$ cat src/design/mide_pkg.sv
// shared constants and types of the instruction decode and execute block
package mide_pkg;
  localparam int PC_W = 13;
  localparam int STK_DEPTH = 8;
  localparam int FILE_DEPTH = 128;
  localparam int SP_W = 3;
  // file register addresses the core itself interprets
  localparam logic [6:0] ADDR_TIMER_ZERO_COUNT = 7'h01;
  localparam logic [6:0] ADDR_STATUS = 7'h03;
  localparam logic [6:0] ADDR_IO_PORT_B = 7'h06;
  // status register bit positions and reset value
  localparam int ST_C = 0;
  localparam int ST_DC = 1;
  localparam int ST_Z = 2;
  localparam int ST_PD = 3;
  localparam int ST_TO = 4;
  localparam logic [7:0] STATUS_RST = 8'h18;
  // fixed control words and masks
  localparam logic [13:0] W_RETURN = 14'h0008;
  localparam logic [13:0] W_INTERRUPT_RETURN = 14'h0009;
  localparam logic [13:0] W_SLEEP = 14'h0063;
  localparam logic [13:0] W_WDTKICK = 14'h0064;
  localparam logic [13:0] NOP_MASK = 14'h3F9F;
  localparam logic [13:0] NOP_VAL = 14'h0000;
  // register bus map
  localparam logic [7:0] REG_CTRL = 8'h00;
  localparam logic [7:0] REG_STATE = 8'h04;
  localparam logic [7:0] REG_FLAGS = 8'h08;
  localparam int CTRL_RUN = 0;
  localparam int CTRL_PSA = 1;
  localparam int CTRL_WAKE = 2;
  localparam logic [1:0] RESP_OKAY = 2'h0;
  localparam logic [1:0] RESP_SLVERR = 2'h2;

  typedef enum logic [1:0] {MIDE_Q1, MIDE_Q2, MIDE_Q3, MIDE_Q4} mide_phase_t;

  typedef struct packed {
    logic [7:0]  awaddr;
    logic [31:0] wdata;
    logic [3:0]  wstrb;
    logic [7:0]  araddr;
  } mide_axi_req_t;

  typedef struct packed {
    logic [1:0]  bresp;
    logic [31:0] rdata;
    logic [1:0]  rresp;
  } mide_axi_rsp_t;
endpackage : mide_pkg

$ cat src/design/mide_core.sv
// instruction decode and execute core with its register bus slave
// Behaviour
// - byte ops write result to accumulator when d is 0, else to file register
// - one instruction cycle is four clock periods; plain ops finish in one
// - seven bit file field reaches every file location 0x00 to 0x7F
// - rotate left through carry, carry into bit 0, only carry changes
// - rotate right through carry, stored per d, only carry changes
// - decrement, store per d, no flags, skip next when result is zero
// - increment, store per d, no flags, skip next when result is zero
// - OR accumulator with file, store per d, only zero flag
// - OR literal into accumulator, only zero flag, one cycle
// - XOR literal into accumulator, only zero flag
// - literal minus accumulator into accumulator, updates carry, digit carry, zero
// - literal plus accumulator into accumulator, updates carry, digit carry, zero
// - AND literal into accumulator, only zero flag
// - skip next when selected bit is clear, two cycles then, no flags
// - skip next when selected bit is set, second cycle on skip
// - subroutine return loads counter from stack top, two cycles
// - interrupt return pops counter, two cycles
// - load literal into accumulator and return, two cycles
// - standby word enters sleep, sets expiry flag, clears powerdown flag
// - watchdog kick clears watchdog, sets expiry and powerdown flags
// - port register operands come from pin levels, not the latch
// - writes to timer register clear prescaler when assigned to it
// - counter change or true test costs an idle second cycle
`timescale 1ns/10ps
`default_nettype none
module mide_core (
  // clock and reset
  input  wire logic                 ref_clk,
  input  wire logic                 reset_n,
  // program memory
  output logic [mide_pkg::PC_W-1:0] imem_addr,
  input  wire logic [13:0]          imem_data,
  // port b pins and side effects
  input  wire logic [7:0]           port_b_pins,
  output logic [7:0]                port_b_latch,
  output logic                      wdt_clear,
  output logic                      psc_clear,
  output logic                      sleeping,
  // register bus
  input  wire logic                 s_awvalid,
  output logic                      s_awready,
  input  wire logic                 s_wvalid,
  output logic                      s_wready,
  output logic                      s_bvalid,
  input  wire logic                 s_bready,
  input  wire logic                 s_arvalid,
  output logic                      s_arready,
  output logic                      s_rvalid,
  input  wire logic                 s_rready,
  input  wire mide_pkg::mide_axi_req_t s_req,
  output mide_pkg::mide_axi_rsp_t   s_rsp
);
  import mide_pkg::*;

  typedef struct packed {
    mide_phase_t                      ph;
    logic [PC_W-1:0]                  pc;
    logic [7:0]                       w;
    logic [FILE_DEPTH-1:0][7:0]       mem;
    logic [STK_DEPTH-1:0][PC_W-1:0]   stk;
    logic [SP_W-1:0]                  sp;
    logic                             flush;
    logic                             sleep;
    logic                             gie;
    logic                             wdt_clr;
    logic                             psc_clr;
    logic [7:0]                       pin_s1;
    logic [7:0]                       pin_s2;
    logic                             run;
    logic                             psa;
    logic                             awready;
    logic                             wready;
    logic                             bvalid;
    logic                             arready;
    logic                             rvalid;
    mide_axi_rsp_t                    rsp;
  } mide_state_t;

  mide_state_t s_q;
  mide_state_t s_d;

  // sum with nibble carry: {dc, c, sum}
  function automatic logic [9:0] mide_add(input logic [7:0] a, input logic [7:0] b, input logic cin);
    logic [8:0] full;
    logic [4:0] low;
    full = {1'b0, a} + {1'b0, b} + {8'h00, cin};
    low = {1'b0, a[3:0]} + {1'b0, b[3:0]} + {4'h0, cin};
    return {low[4], full};
  endfunction : mide_add

  logic [13:0] ins;
  logic [6:0]  fa;
  logic [7:0]  k;
  logic [2:0]  bsel;
  logic        dbit;
  logic [7:0]  fval;
  logic [7:0]  res;
  logic [9:0]  alu;
  logic        exec;
  logic        wr_w;
  logic        wr_f;
  logic        upd_z;
  logic        upd_c;
  logic        upd_dc;
  logic        skip;
  logic        jump;
  logic [PC_W-1:0] jtgt;
  logic [7:0]  st;
  logic        aw_hit;
  logic        ar_hit;

  assign ins = imem_data;
  assign fa = ins[6:0];
  assign k = ins[7:0];
  assign bsel = ins[9:7];
  assign dbit = ins[7];

  always_comb begin
    s_d = s_q;
    s_d.pin_s1 = port_b_pins;
    s_d.pin_s2 = s_q.pin_s1;
    s_d.wdt_clr = 1'b0;
    s_d.psc_clr = 1'b0;
    // one instruction slot spans four clock phases
    case (s_q.ph)
      MIDE_Q1: s_d.ph = MIDE_Q2;
      MIDE_Q2: s_d.ph = MIDE_Q3;
      MIDE_Q3: s_d.ph = MIDE_Q4;
      MIDE_Q4: s_d.ph = MIDE_Q1;
      default: s_d.ph = MIDE_Q1;
    endcase
    exec = (s_q.ph == MIDE_Q4) && s_q.run && !s_q.sleep && !s_q.flush;
    // port reads see the pins so read-modify-write keeps external levels
    fval = (fa == ADDR_IO_PORT_B) ? s_q.pin_s2 : s_q.mem[fa];
    res = 8'h00;
    alu = 10'h000;
    wr_w = 1'b0;
    wr_f = 1'b0;
    upd_z = 1'b0;
    upd_c = 1'b0;
    upd_dc = 1'b0;
    skip = 1'b0;
    jump = 1'b0;
    jtgt = s_q.pc + 13'h0001;
    st = s_q.mem[ADDR_STATUS];
    case (ins[13:12])
      2'b00: begin
        case (ins[11:8])
          4'h0: begin
            if (dbit) begin
              res = s_q.w;
              wr_f = 1'b1;
            end
          end
          4'h1: begin
            res = 8'h00;
            upd_z = 1'b1;
            wr_f = dbit;
            wr_w = !dbit;
          end
          4'h2: begin
            alu = mide_add(fval, ~s_q.w, 1'b1);
            res = alu[7:0];
            {upd_c, upd_dc, upd_z} = 3'b111;
          end
          4'h3: begin
            res = fval - 8'h01;
            upd_z = 1'b1;
          end
          4'h4: begin
            res = s_q.w | fval;
            upd_z = 1'b1;
          end
          4'h5: begin
            res = s_q.w & fval;
            upd_z = 1'b1;
          end
          4'h6: begin
            res = s_q.w ^ fval;
            upd_z = 1'b1;
          end
          4'h7: begin
            alu = mide_add(fval, s_q.w, 1'b0);
            res = alu[7:0];
            {upd_c, upd_dc, upd_z} = 3'b111;
          end
          4'h8: begin
            res = fval;
            upd_z = 1'b1;
          end
          4'h9: begin
            res = ~fval;
            upd_z = 1'b1;
          end
          4'hA: begin
            res = fval + 8'h01;
            upd_z = 1'b1;
          end
          4'hB: begin
            res = fval - 8'h01;
            skip = (res == 8'h00);
          end
          4'hC: begin
            res = {s_q.mem[ADDR_STATUS][ST_C], fval[7:1]};
            alu[8] = fval[0];
            upd_c = 1'b1;
          end
          4'hD: begin
            res = {fval[6:0], s_q.mem[ADDR_STATUS][ST_C]};
            alu[8] = fval[7];
            upd_c = 1'b1;
          end
          4'hE: res = {fval[3:0], fval[7:4]};
          default: begin
            res = fval + 8'h01;
            skip = (res == 8'h00);
          end
        endcase
        // destination select for the byte group
        if (ins[11:8] > 4'h1) begin
          wr_w = !dbit;
          wr_f = dbit;
        end
      end
      2'b01: begin
        case (ins[11:10])
          2'b00: begin
            res = fval & ~(8'h01 << bsel);
            wr_f = 1'b1;
          end
          2'b01: begin
            res = fval | (8'h01 << bsel);
            wr_f = 1'b1;
          end
          2'b10: skip = !fval[bsel];
          default: skip = fval[bsel];
        endcase
      end
      2'b10: begin
        jump = 1'b1;
        jtgt = {2'b00, ins[10:0]};
      end
      default: begin
        wr_w = 1'b1;
        case (ins[11:10])
          2'b00: res = k;
          2'b01: begin
            res = k;
            jump = 1'b1;
            jtgt = s_q.stk[s_q.sp - 3'd1];
          end
          2'b10: begin
            case (ins[9:8])
              2'b00: res = s_q.w | k;
              2'b01: res = s_q.w & k;
              2'b10: res = s_q.w ^ k;
              default: wr_w = 1'b0;
            endcase
            upd_z = (ins[9:8] != 2'b11);
          end
          default: begin
            if (ins[9]) begin
              alu = mide_add(k, s_q.w, 1'b0);
            end else begin
              alu = mide_add(k, ~s_q.w, 1'b1);
            end
            res = alu[7:0];
            {upd_c, upd_dc, upd_z} = 3'b111;
          end
        endcase
      end
    endcase
    if (ins == W_RETURN || ins == W_INTERRUPT_RETURN) begin
      jump = 1'b1;
      jtgt = s_q.stk[s_q.sp - 3'd1];
    end
    if (exec) begin
      if (wr_w) begin
        s_d.w = res;
      end
      if (wr_f) begin
        s_d.mem[fa] = res;
        st = (fa == ADDR_STATUS) ? res : st;
        s_d.psc_clr = (fa == ADDR_TIMER_ZERO_COUNT) && s_q.psa;
      end
      if (upd_z) begin
        st[ST_Z] = (res == 8'h00);
      end
      if (upd_c) begin
        st[ST_C] = alu[8];
      end
      if (upd_dc) begin
        st[ST_DC] = alu[9];
      end
      if (ins == W_SLEEP) begin
        st[ST_TO] = 1'b1;
        st[ST_PD] = 1'b0;
        s_d.sleep = 1'b1;
        s_d.wdt_clr = 1'b1;
      end
      if (ins == W_WDTKICK) begin
        st[ST_TO] = 1'b1;
        st[ST_PD] = 1'b1;
        s_d.wdt_clr = 1'b1;
      end
      if (ins == W_INTERRUPT_RETURN) begin
        s_d.gie = 1'b1;
      end
      s_d.mem[ADDR_STATUS] = st;
      // the idle word falls through every decode with no effect
      s_d.pc = (ins & NOP_MASK) == NOP_VAL ? s_q.pc + 13'h0001 : jtgt;
      if (ins[13:11] == 3'b100) begin
        s_d.stk[s_q.sp] = s_q.pc + 13'h0001;
        s_d.sp = s_q.sp + 3'd1;
      end
      if (jump && ins[13:11] != 3'b100 && ins[13:11] != 3'b101) begin
        s_d.sp = s_q.sp - 3'd1;
      end
      // skip advances past the next word at once, so the idle slot never fetches it
      if (skip) begin
        s_d.pc = s_q.pc + 13'h0002;
      end
      s_d.flush = skip | jump;
    end else if (s_q.ph == MIDE_Q4) begin
      s_d.flush = 1'b0;
    end
    // register bus: address and data are taken together, one answer at a time
    aw_hit = s_q.awready && s_awvalid && s_wvalid;
    ar_hit = s_q.arready && s_arvalid;
    s_d.awready = !s_q.awready && !s_q.bvalid && s_awvalid && s_wvalid;
    s_d.wready = s_d.awready;
    s_d.arready = !s_q.arready && !s_q.rvalid && s_arvalid;
    if (s_q.bvalid && s_bready) begin
      s_d.bvalid = 1'b0;
    end
    if (s_q.rvalid && s_rready) begin
      s_d.rvalid = 1'b0;
    end
    if (aw_hit) begin
      s_d.bvalid = 1'b1;
      s_d.rsp.bresp = RESP_OKAY;
      if (s_req.awaddr == REG_CTRL) begin
        if (s_req.wstrb[0]) begin
          s_d.run = s_req.wdata[CTRL_RUN];
          s_d.psa = s_req.wdata[CTRL_PSA];
          // a sleep word in the same slot as a wake write wins
          s_d.sleep = s_d.sleep && !(s_req.wdata[CTRL_WAKE] && !(exec && ins == W_SLEEP));
        end
      end else begin
        s_d.rsp.bresp = RESP_SLVERR;
      end
    end
    if (ar_hit) begin
      s_d.rvalid = 1'b1;
      s_d.rsp.rresp = RESP_OKAY;
      case (s_req.araddr)
        REG_CTRL: s_d.rsp.rdata = {29'h0, 1'b0, s_q.psa, s_q.run};
        REG_STATE: s_d.rsp.rdata = {9'h0, s_q.gie, s_q.sleep, s_q.pc, s_q.w};
        REG_FLAGS: s_d.rsp.rdata = {24'h0, s_q.mem[ADDR_STATUS]};
        default: begin
          s_d.rsp.rdata = 32'h0;
          s_d.rsp.rresp = RESP_SLVERR;
        end
      endcase
    end
  end

  always_ff @(posedge ref_clk or negedge reset_n) begin
    if (!reset_n) begin
      s_q <= '0;
      s_q.mem[ADDR_STATUS] <= STATUS_RST;
    end else begin
      s_q <= s_d;
    end
  end

  assign imem_addr = s_q.pc;
  assign port_b_latch = s_q.mem[ADDR_IO_PORT_B];
  assign wdt_clear = s_q.wdt_clr;
  assign psc_clear = s_q.psc_clr;
  assign sleeping = s_q.sleep;
  assign s_awready = s_q.awready;
  assign s_wready = s_q.wready;
  assign s_bvalid = s_q.bvalid;
  assign s_arready = s_q.arready;
  assign s_rvalid = s_q.rvalid;
  assign s_rsp = s_q.rsp;
endmodule : mide_core
`default_nettype wire

$ cat config.mk
export PLATFORM = sky130hd
export DESIGN_NAME = mide_core
export DESIGN_NICKNAME = d
export VERILOG_FILES = /design/src/design/mide_pkg.sv /design/src/design/mide_core.sv
export SDC_FILE = /design/constraint.sdc
export NUM_CORES = 2
export LEC_CHECK = 0
export BUFFER_PORTS_ARGS = -buffer_cell sky130_fd_sc_hd__buf_2
export CAP_MARGIN = 20
export CORE_ASPECT_RATIO = 0.6
export CORE_MARGIN = 1
export CORE_UTILIZATION = 57
export CTS_CLUSTER_SIZE = 20
export DETAILED_ROUTE_END_ITERATION = 10
export PLACE_DENSITY = 0.82
export SLEW_MARGIN = 30
export SYNTH_ARGS = -nofsm -noshare
export SYNTH_HDL_FRONTEND = slang
export SYNTH_SLANG_ARGS = --single-unit
$ cat constraint.sdc
create_clock -name ref_clk -period 5.48 [get_ports ref_clk]
set_clock_uncertainty 0.15 [all_clocks]
set_input_delay 1.37 -clock ref_clk [delete_from_list [all_inputs] [get_ports ref_clk]]
set_output_delay 1.37 -clock ref_clk [all_outputs]
set_load 0.02 [all_outputs]
# == After elaboration in Yosys (flattened, before gate mapping) ==
# Index checks and enable logic that the tools add are counted.
# word_totals
ff_bits,1217
input_bits,81
out_inout_bits,65
word_cells,393
# classes
add_sub_neg,18
magnitude_cmp,7
eq_ne,36
shift,1
muxes,82
bitwise,12
reduce_logical,77
# ops
op,count
bitwise mux 1024 bit,1
bitwise mux 104 bit,1
one-hot mux 8 bit (13 select lines),1
two-way mux 13 bit,6
one-hot mux 23 bit (3 select lines),1
binary-select mux 8 bit (select 7 bit),1
demux 8 bit (select 7 bit),1
one-hot mux 8 bit (2 select lines),3
one-hot mux 8 bit (3 select lines),2
zero test 8 bit,5
binary-select mux 13 bit (select 3 bit),1
demux 13 bit (select 3 bit),1
adder 8 x 8 -> 9 bit,4
two-way mux 8 bit,4
two-way mux 1 bit,31
equality test 14 x 4 -> 1 bit (second input constant),2
equality test 14 x 7 -> 1 bit (second input constant),2
equality test 4 bit (second input constant),7
one-hot mux 13 bit (2 select lines),1
bitwise AND 8 bit,3
inverter 8 bit,3
bitwise OR 8 bit,3
one-hot mux 1 bit (2 select lines),12
logical AND 1 bit,21
other kinds (53),116

# == Longest topological paths before layout ==
# logic_depth
ltp_word,12
depth_mapped,31
ltp_nobuf,22

# == Worst setup path before layout ==
# Ideal clock, no wire load.
# synth_timing
path_kind,input to register
from,input port imem_data[0]
to,register s_q[197] (netlist bit)
setup_ns,0.076
arrival_time_ns,6.779
required_time_ns,5.254
setup_slack_ns,-1.526
path_stages,28
path_buffers,6
path_cell_list,buf_6 > buf_6 > buf_4 > buf_2 > mux4_2 > a22oi_1 > a211oi_1 > nor4b_1 > nand3_1 > o21ai_1 > inv_2 > ha_1 > fa_1 > a21o_1 > a21o_1 > nand2_1 > xor2_1 > nor3_1 > or4_1 > a221oi_1 > o211ai_1 > a21oi_1 > o21a_1 > buf_2 > buf_1 > and4_1 > nand4b_1 > o21ai_1
# synth_via
elab_chain_cells,10
word_cells_on_any_way,34
classes_between,8 x add/sub; 2 x eq/ne; 12 x mux; 9 x bitwise; 3 x reduce/logical
# synth_lines
element,line,source
start: declaration,mide_core.sv:34,"input wire logic [13:0] imem_data,"
binary-select mux 8 bit (select 7 bit),mide_core.sv:136,fval = (fa == ADDR_IO_PORT_B) ? s_q.pin_s2 : s_q.mem[fa];
two-way mux 8 bit (implied by the code),mide_core.sv:136,
two-way mux 8 bit,mide_core.sv:136,
adder 8 x 8 -> 9 bit,mide_core.sv:88,"full = {1'b0, a} + {1'b0, b} + {8'h00, cin};"
adder 9 x 1 -> 9 bit,mide_core.sv:88,
one-hot mux 8 bit (13 select lines),mide_core.sv:150,case (ins[11:8])
one-hot mux 8 bit (3 select lines),mide_core.sv:148,case (ins[13:12])
two-way mux 5 bit,mide_core.sv:285,st = (fa == ADDR_STATUS) ? res : st;
two-way mux 5 bit,mide_core.sv:283,if (wr_f) begin
two-way mux 1 bit,mide_core.sv:288,if (upd_z) begin
end: declaration,mide_core.sv:81,mide_state_t s_q;
# Parallel ways exist; a longest one is shown, timed or not. The select of a mux whose other input is x is not followed.
# A chain may end at the register's enable or synchronous reset.

# == Worst setup path after layout ==
# layout_timing
from,input port imem_data[0]
to,register s_q[362] (netlist bit)
# layout_via
elab_chain_cells,8
word_cells_on_any_way,29
classes_between,8 x add/sub; 2 x order compare; 1 x eq/ne; 11 x mux; 6 x bitwise; 1 x reduce/logical
# layout_lines
element,line,source
binary-select mux 8 bit (select 7 bit),mide_core.sv:136,
two-way mux 8 bit (implied by the code),mide_core.sv:136,
two-way mux 8 bit,mide_core.sv:136,
adder 8 x 8 -> 9 bit,mide_core.sv:88,
adder 9 x 1 -> 9 bit,mide_core.sv:88,
one-hot mux 8 bit (13 select lines),mide_core.sv:150,
one-hot mux 8 bit (3 select lines),mide_core.sv:148,
bitwise mux 1024 bit *,mide_core.sv:284,s_d.mem[fa] = res;
# Every way passes the cells marked *; elsewhere a longest branch is shown, timed or not. The select of a mux whose other input is x is not followed.

==> results_tabular.tex <==
\begin{tabular}{lr}
\hline
Metric & Value \\
\hline
\multicolumn{2}{l}{\textbf{Synth}} \\
\quad Main area contributors after synthesis & sky130\_fd\_sc\_hd\_\_dfrtp\_1, sky130\_fd\_sc\_hd\_\_nand2\_1, sky130\_fd\_sc\_hd\_\_mux4\_2 \\
\quad Number of synthesized flops with an enable pin & 0 \\
\quad Primary FF master, synth & sky130\_fd\_sc\_hd\_\_dfrtp\_1 \\
\quad Fraction of post-synthesis cell area in the top cell type by area & 52.1\% \\
\quad Sequential cell area fraction in the yosys report & 52.2\% \\
\quad Mean post-synth cell area & 10.1 µm² \\
\quad Mapped Cells & roughly 5700 \\
\quad Area leader, netlist & sky130\_fd\_sc\_hd\_\_dfrtp\_1 \\
\quad Register bit total from synthesis & between 1000 and 1500 \\
\quad Number of distinct library cells after synthesis & 87 \\
\quad Fraction of registers with async set or reset after synthesis & 100\% \\
\quad Total standard cell area after synthesis & 57800 µm² \\
\quad Number of synthesis warnings & 0 \\
\multicolumn{2}{l}{\textbf{Floorplan}} \\
\quad Count of pins on the block boundary & 146 \\
\quad Die height & 249 µm \\
\quad Area of the placeable core & 101000 µm² \\
\quad Cell Rows & 90 \\
\quad Initial Utilization & 57.5\% \\
\quad Die footprint & roughly 100000 µm² \\
\quad DIE WIDTH & between 400 and 500 µm \\
\multicolumn{2}{l}{\textbf{Setup path}} \\
\quad Launch point of the worst path & imem\_data[0] \\
\quad Endpoint kind of the worst setup timing path & register \\
\quad Worst reg-to-reg path cell count & 24 \\
\quad Worst setup SP type & input port \\
\quad End of the worst register-to-register path & s\_q[935] \\
\quad Startpoint of the worst-slack reg-to-reg timing path & s\_q[419] \\
\quad Critical path start-end classification & input port to register \\
\quad Data required time at the worst endpoint & 5.95 ns \\
\quad Arrival time at the worst endpoint & between 6 and 7 ns \\
\quad Worst reg-to-reg setup slack & -0.17 ns \\
\quad Worst-path maximum fanout & 8 \\
\quad End point of the critical path & s\_q[362] \\
\multicolumn{2}{l}{\textbf{Routing}} \\
\quad Number of nets still failing antenna checks after routing & 0 \\
\quad DRC violation count after routing & 1 \\
\quad Router iterations before antenna repair & 11 \\
\quad Number of vias in the routed layout & between 50000 and 60000 \\
\quad Routed wirelength normalized by instance count & between 20 and 30 µm \\
\quad WL final & between 200 and 250 mm \\
\quad Number of vias per cell & a little under 7 \\
\quad Initial drt markers & 9391 \\
\multicolumn{2}{l}{\textbf{Hold path}} \\
\quad Path category of the worst min-delay check & register to register \\
\multicolumn{2}{l}{\textbf{STA}} \\
\quad Slew @ Worst Pin & approximately 1.1 ns \\
\quad Count of pins over their slew limit & 0 \\
\quad Final-report setup violation count & 911 \\
\quad Fin worst setup slack & -0.984 ns \\
\quad Hold Worst Slack & $\sim$0.2 ns \\
\quad Fin crit period & about 6.5 ns \\
\quad Maximum operating frequency & 0.155 GHz \\
\quad Unrepaired setup endpoints after global routing & true \\
\quad Final hold viol count & 0 \\
\quad Share of the clock period used by the worst path & 118\% \\
\quad Setup Total Neg Slack & -515.83 ns \\
\quad Slew headroom & between 20\% and 30\% \\
\multicolumn{2}{l}{\textbf{Global routing}} \\
\quad Global-route usage over all layers & between 30\% and 40\% \\
\quad Global-route wire length before repair & between 300 and 400 mm \\
\quad Grt ovf & 0 \\
\quad Largest net degree at the start of global routing & 136 \\
\quad Vias in the first global route & $\sim$48000 \\
\quad Initial antenna violation count & 10 \\
\multicolumn{2}{l}{\textbf{Run}} \\
\quad Max capacitance violation total & 0 \\
\multicolumn{2}{l}{\textbf{Place}} \\
\quad Number of buffers added on ports & a little over 100 \\
\quad Final RePlAce weighted congestion & 1.04 \\
\quad HPWL after DPL & around 140 mm \\
\multicolumn{2}{l}{\textbf{CTS}} \\
\quad Clock transition at the registers of the reported paths & around 0.080 ns \\
\quad Cell at the root of the clock tree & sky130\_fd\_sc\_hd\_\_clkbuf\_16 \\
\quad Largest buffer count on any clock path & 3 \\
\quad Clock insertion delay at the later pin of the skew report & approximately 0.75 ns \\
\quad TritonCTS clock tree & built \\
\quad \# clock sinks & 1206 \\
\quad \# hold bufs at CTS & 0 \\
\quad H-Tree Depth & 3 \\
\quad CTS Buf Count & between 100 and 150 \\
\multicolumn{2}{l}{\textbf{Power and ir drop}} \\
\quad Maximum ir drop on the vdd rail & between 0.2 and 0.25 mV \\
\quad Areal power density over the cells & between 200 and 300 nW/µm² \\
\quad Static leakage power & 31.1 nW \\
\multicolumn{2}{l}{\textbf{Outcome}} \\
\quad Failing checks & DRC, setup timing \\
\quad Outcome & finished with violations \\
\multicolumn{2}{l}{\textbf{Cells and area}} \\
\quad Final-stage net count & roughly 6200 \\
\quad Share of layout cells above drive strength 1 & between 20\% and 30\% \\
\quad Most frequent cells in the layout & sky130\_fd\_sc\_hd\_\_nand2\_1, sky130\_fd\_sc\_hd\_\_dfrtp\_1, sky130\_fd\_sc\_hd\_\_o21ai\_0 \\
\quad Syn-to-layout area delta & 19.2\% \\
\quad Most common cell after layout, fill and taps aside & sky130\_fd\_sc\_hd\_\_nand2\_1 \\
\hline
\end{tabular}
## registers in the layout, indices dropped and copies added, names as in the netlist, 8 cells and up
name and count:
s_d 8, port_b_latch 8, s_q 1145, imem_addr 13
s_rsp 25
## cell type report
class | instances | area [µm²]
diodes | 12 | 30.0
clock buffers | 143 | 3020
clock inverters | 46 | 589
fillers | 6835 | 31600
inverters | 64 | 245
multi-input cells | 3951 | 26100
flip-flops and latches | 1206 | 30200
well taps | 1334 | 1670
repair buffers | 740 | 7180
## synth_stat cells (9+ instances only)
library cell and count:
sky130_fd_sc_hd__a21oi_1 139, sky130_fd_sc_hd__and3_1 12, sky130_fd_sc_hd__or3_1 9, sky130_fd_sc_hd__o211ai_1 15
sky130_fd_sc_hd__ha_1 67, sky130_fd_sc_hd__xor2_1 13, sky130_fd_sc_hd__a2bb2oi_1 9, sky130_fd_sc_hd__buf_2 39
sky130_fd_sc_hd__and2_1 11, sky130_fd_sc_hd__clkbuf_1 345, sky130_fd_sc_hd__a211o_1 12, sky130_fd_sc_hd__nand2_1 1454
sky130_fd_sc_hd__a22o_1 33, sky130_fd_sc_hd__nor2_1 240, sky130_fd_sc_hd__buf_1 21, sky130_fd_sc_hd__nand4_1 9
sky130_fd_sc_hd__o221ai_1 31, sky130_fd_sc_hd__mux4_2 242, sky130_fd_sc_hd__inv_1 56, sky130_fd_sc_hd__dfrtp_1 1204
sky130_fd_sc_hd__o21bai_1 15, sky130_fd_sc_hd__xnor2_1 29, sky130_fd_sc_hd__nand3_1 51, sky130_fd_sc_hd__buf_4 71
sky130_fd_sc_hd__a211oi_1 15, sky130_fd_sc_hd__buf_6 24, sky130_fd_sc_hd__mux2_2 79, sky130_fd_sc_hd__a31oi_1 12
sky130_fd_sc_hd__mux2i_1 152, sky130_fd_sc_hd__a22oi_1 60, sky130_fd_sc_hd__o22ai_1 22, sky130_fd_sc_hd__nor4_1 10
sky130_fd_sc_hd__nor3_1 45, sky130_fd_sc_hd__o31ai_1 13, sky130_fd_sc_hd__o21ai_0 993, sky130_fd_sc_hd__a221oi_1 21
sky130_fd_sc_hd__nor2b_1 13
## cell families (layout without fill, tap and decap cells)
group	count (synthesis)	in the layout	share of synthesized area, %
compound gates	1458	1459	14.3
buf+inv	567	993	4.59
other cells	1	23	0.00648
flops	1206	1206	52.2
xor+xnor	42	42	0.636
simple gates	1894	1894	13.0
fa+ha+maj	71	71	1.59
mux	474	474	13.6
## metrics by stage
stage                     setup slack [ns]  instance area (µm²)  power, mW  utilization [%]  instances
after floorplan                     -0.887                58100       9.96                -       5723
after detailed placement             -2.09                62700       10.9             62.4       7189
after global placement               -2.00                62700       10.9             62.4       7189
after CTS                           -0.550                67200       18.8             66.9       7410
final                               -0.984                69000       19.3             68.6       7496
after global routing                -0.886                68900       19.6             68.6       7485
## metal layers
layer	GRT usage, %	up-vias	part of all wire [%]
li1	-	20600	-
met1	56.8	25100	36
met2	52.3	4623	39
met3	19.8	1012	19
met4	13.0	12	5.5
met5	1.16	-	0.12
## power breakdown
| group | switching, mW | internal [mW] |
|---|---|---|
| logic | 1.47 | 0.862 |
| registers | 0.0217 | 8.92 |
| clock network | 3.62 | 4.39 |
## worst max-delay path: stages
cell and delay, ns:
sky130_fd_sc_hd__buf_16 0.16, sky130_fd_sc_hd__buf_12 0.17, sky130_fd_sc_hd__buf_4 0.16, sky130_fd_sc_hd__buf_8 0.15, sky130_fd_sc_hd__mux4_2 0.45, sky130_fd_sc_hd__nand2_1 0.10, sky130_fd_sc_hd__a21oi_1 0.58, sky130_fd_sc_hd__a2111oi_2 0.11
sky130_fd_sc_hd__o311ai_2 0.47, sky130_fd_sc_hd__buf_4 0.28, sky130_fd_sc_hd__o22ai_4 0.10, sky130_fd_sc_hd__buf_4 0.17, sky130_fd_sc_hd__or4_1 0.59, sky130_fd_sc_hd__buf_4 0.20, sky130_fd_sc_hd__nor3_2 0.28, sky130_fd_sc_hd__xnor2_1 0.17
sky130_fd_sc_hd__nand3_1 0.33, sky130_fd_sc_hd__o311a_4 0.43, sky130_fd_sc_hd__buf_6 0.19, sky130_fd_sc_hd__buf_6 0.13, sky130_fd_sc_hd__mux2_2 0.27
## repair_timing
item                                    4_1_cts  5_1_grt
setup buffers                                26       49
cloned                                        8       28
pin swaps                                    22       29
endpoints found under the setup margin     1046      920
resized for setup                           174      221
## worst min path at each step
stage / startpoint / endpoint / slack, ns / cells after the start
finish: s_d[48] / s_q[48] / 0.20 / 0
global route: s_d[49] / s_q[49] / 0.22 / 0
CTS: s_d[48] / s_q[48] / 0.21 / 0
detailed placement: s_d[48] / s_q[48] / 0.19 / 0
global placement: s_d[50] / s_q[50] / 0.19 / 0
floorplan: s_d[43] / s_q[43] / 0.18 / 0
(Power assumes the default switching activity.)
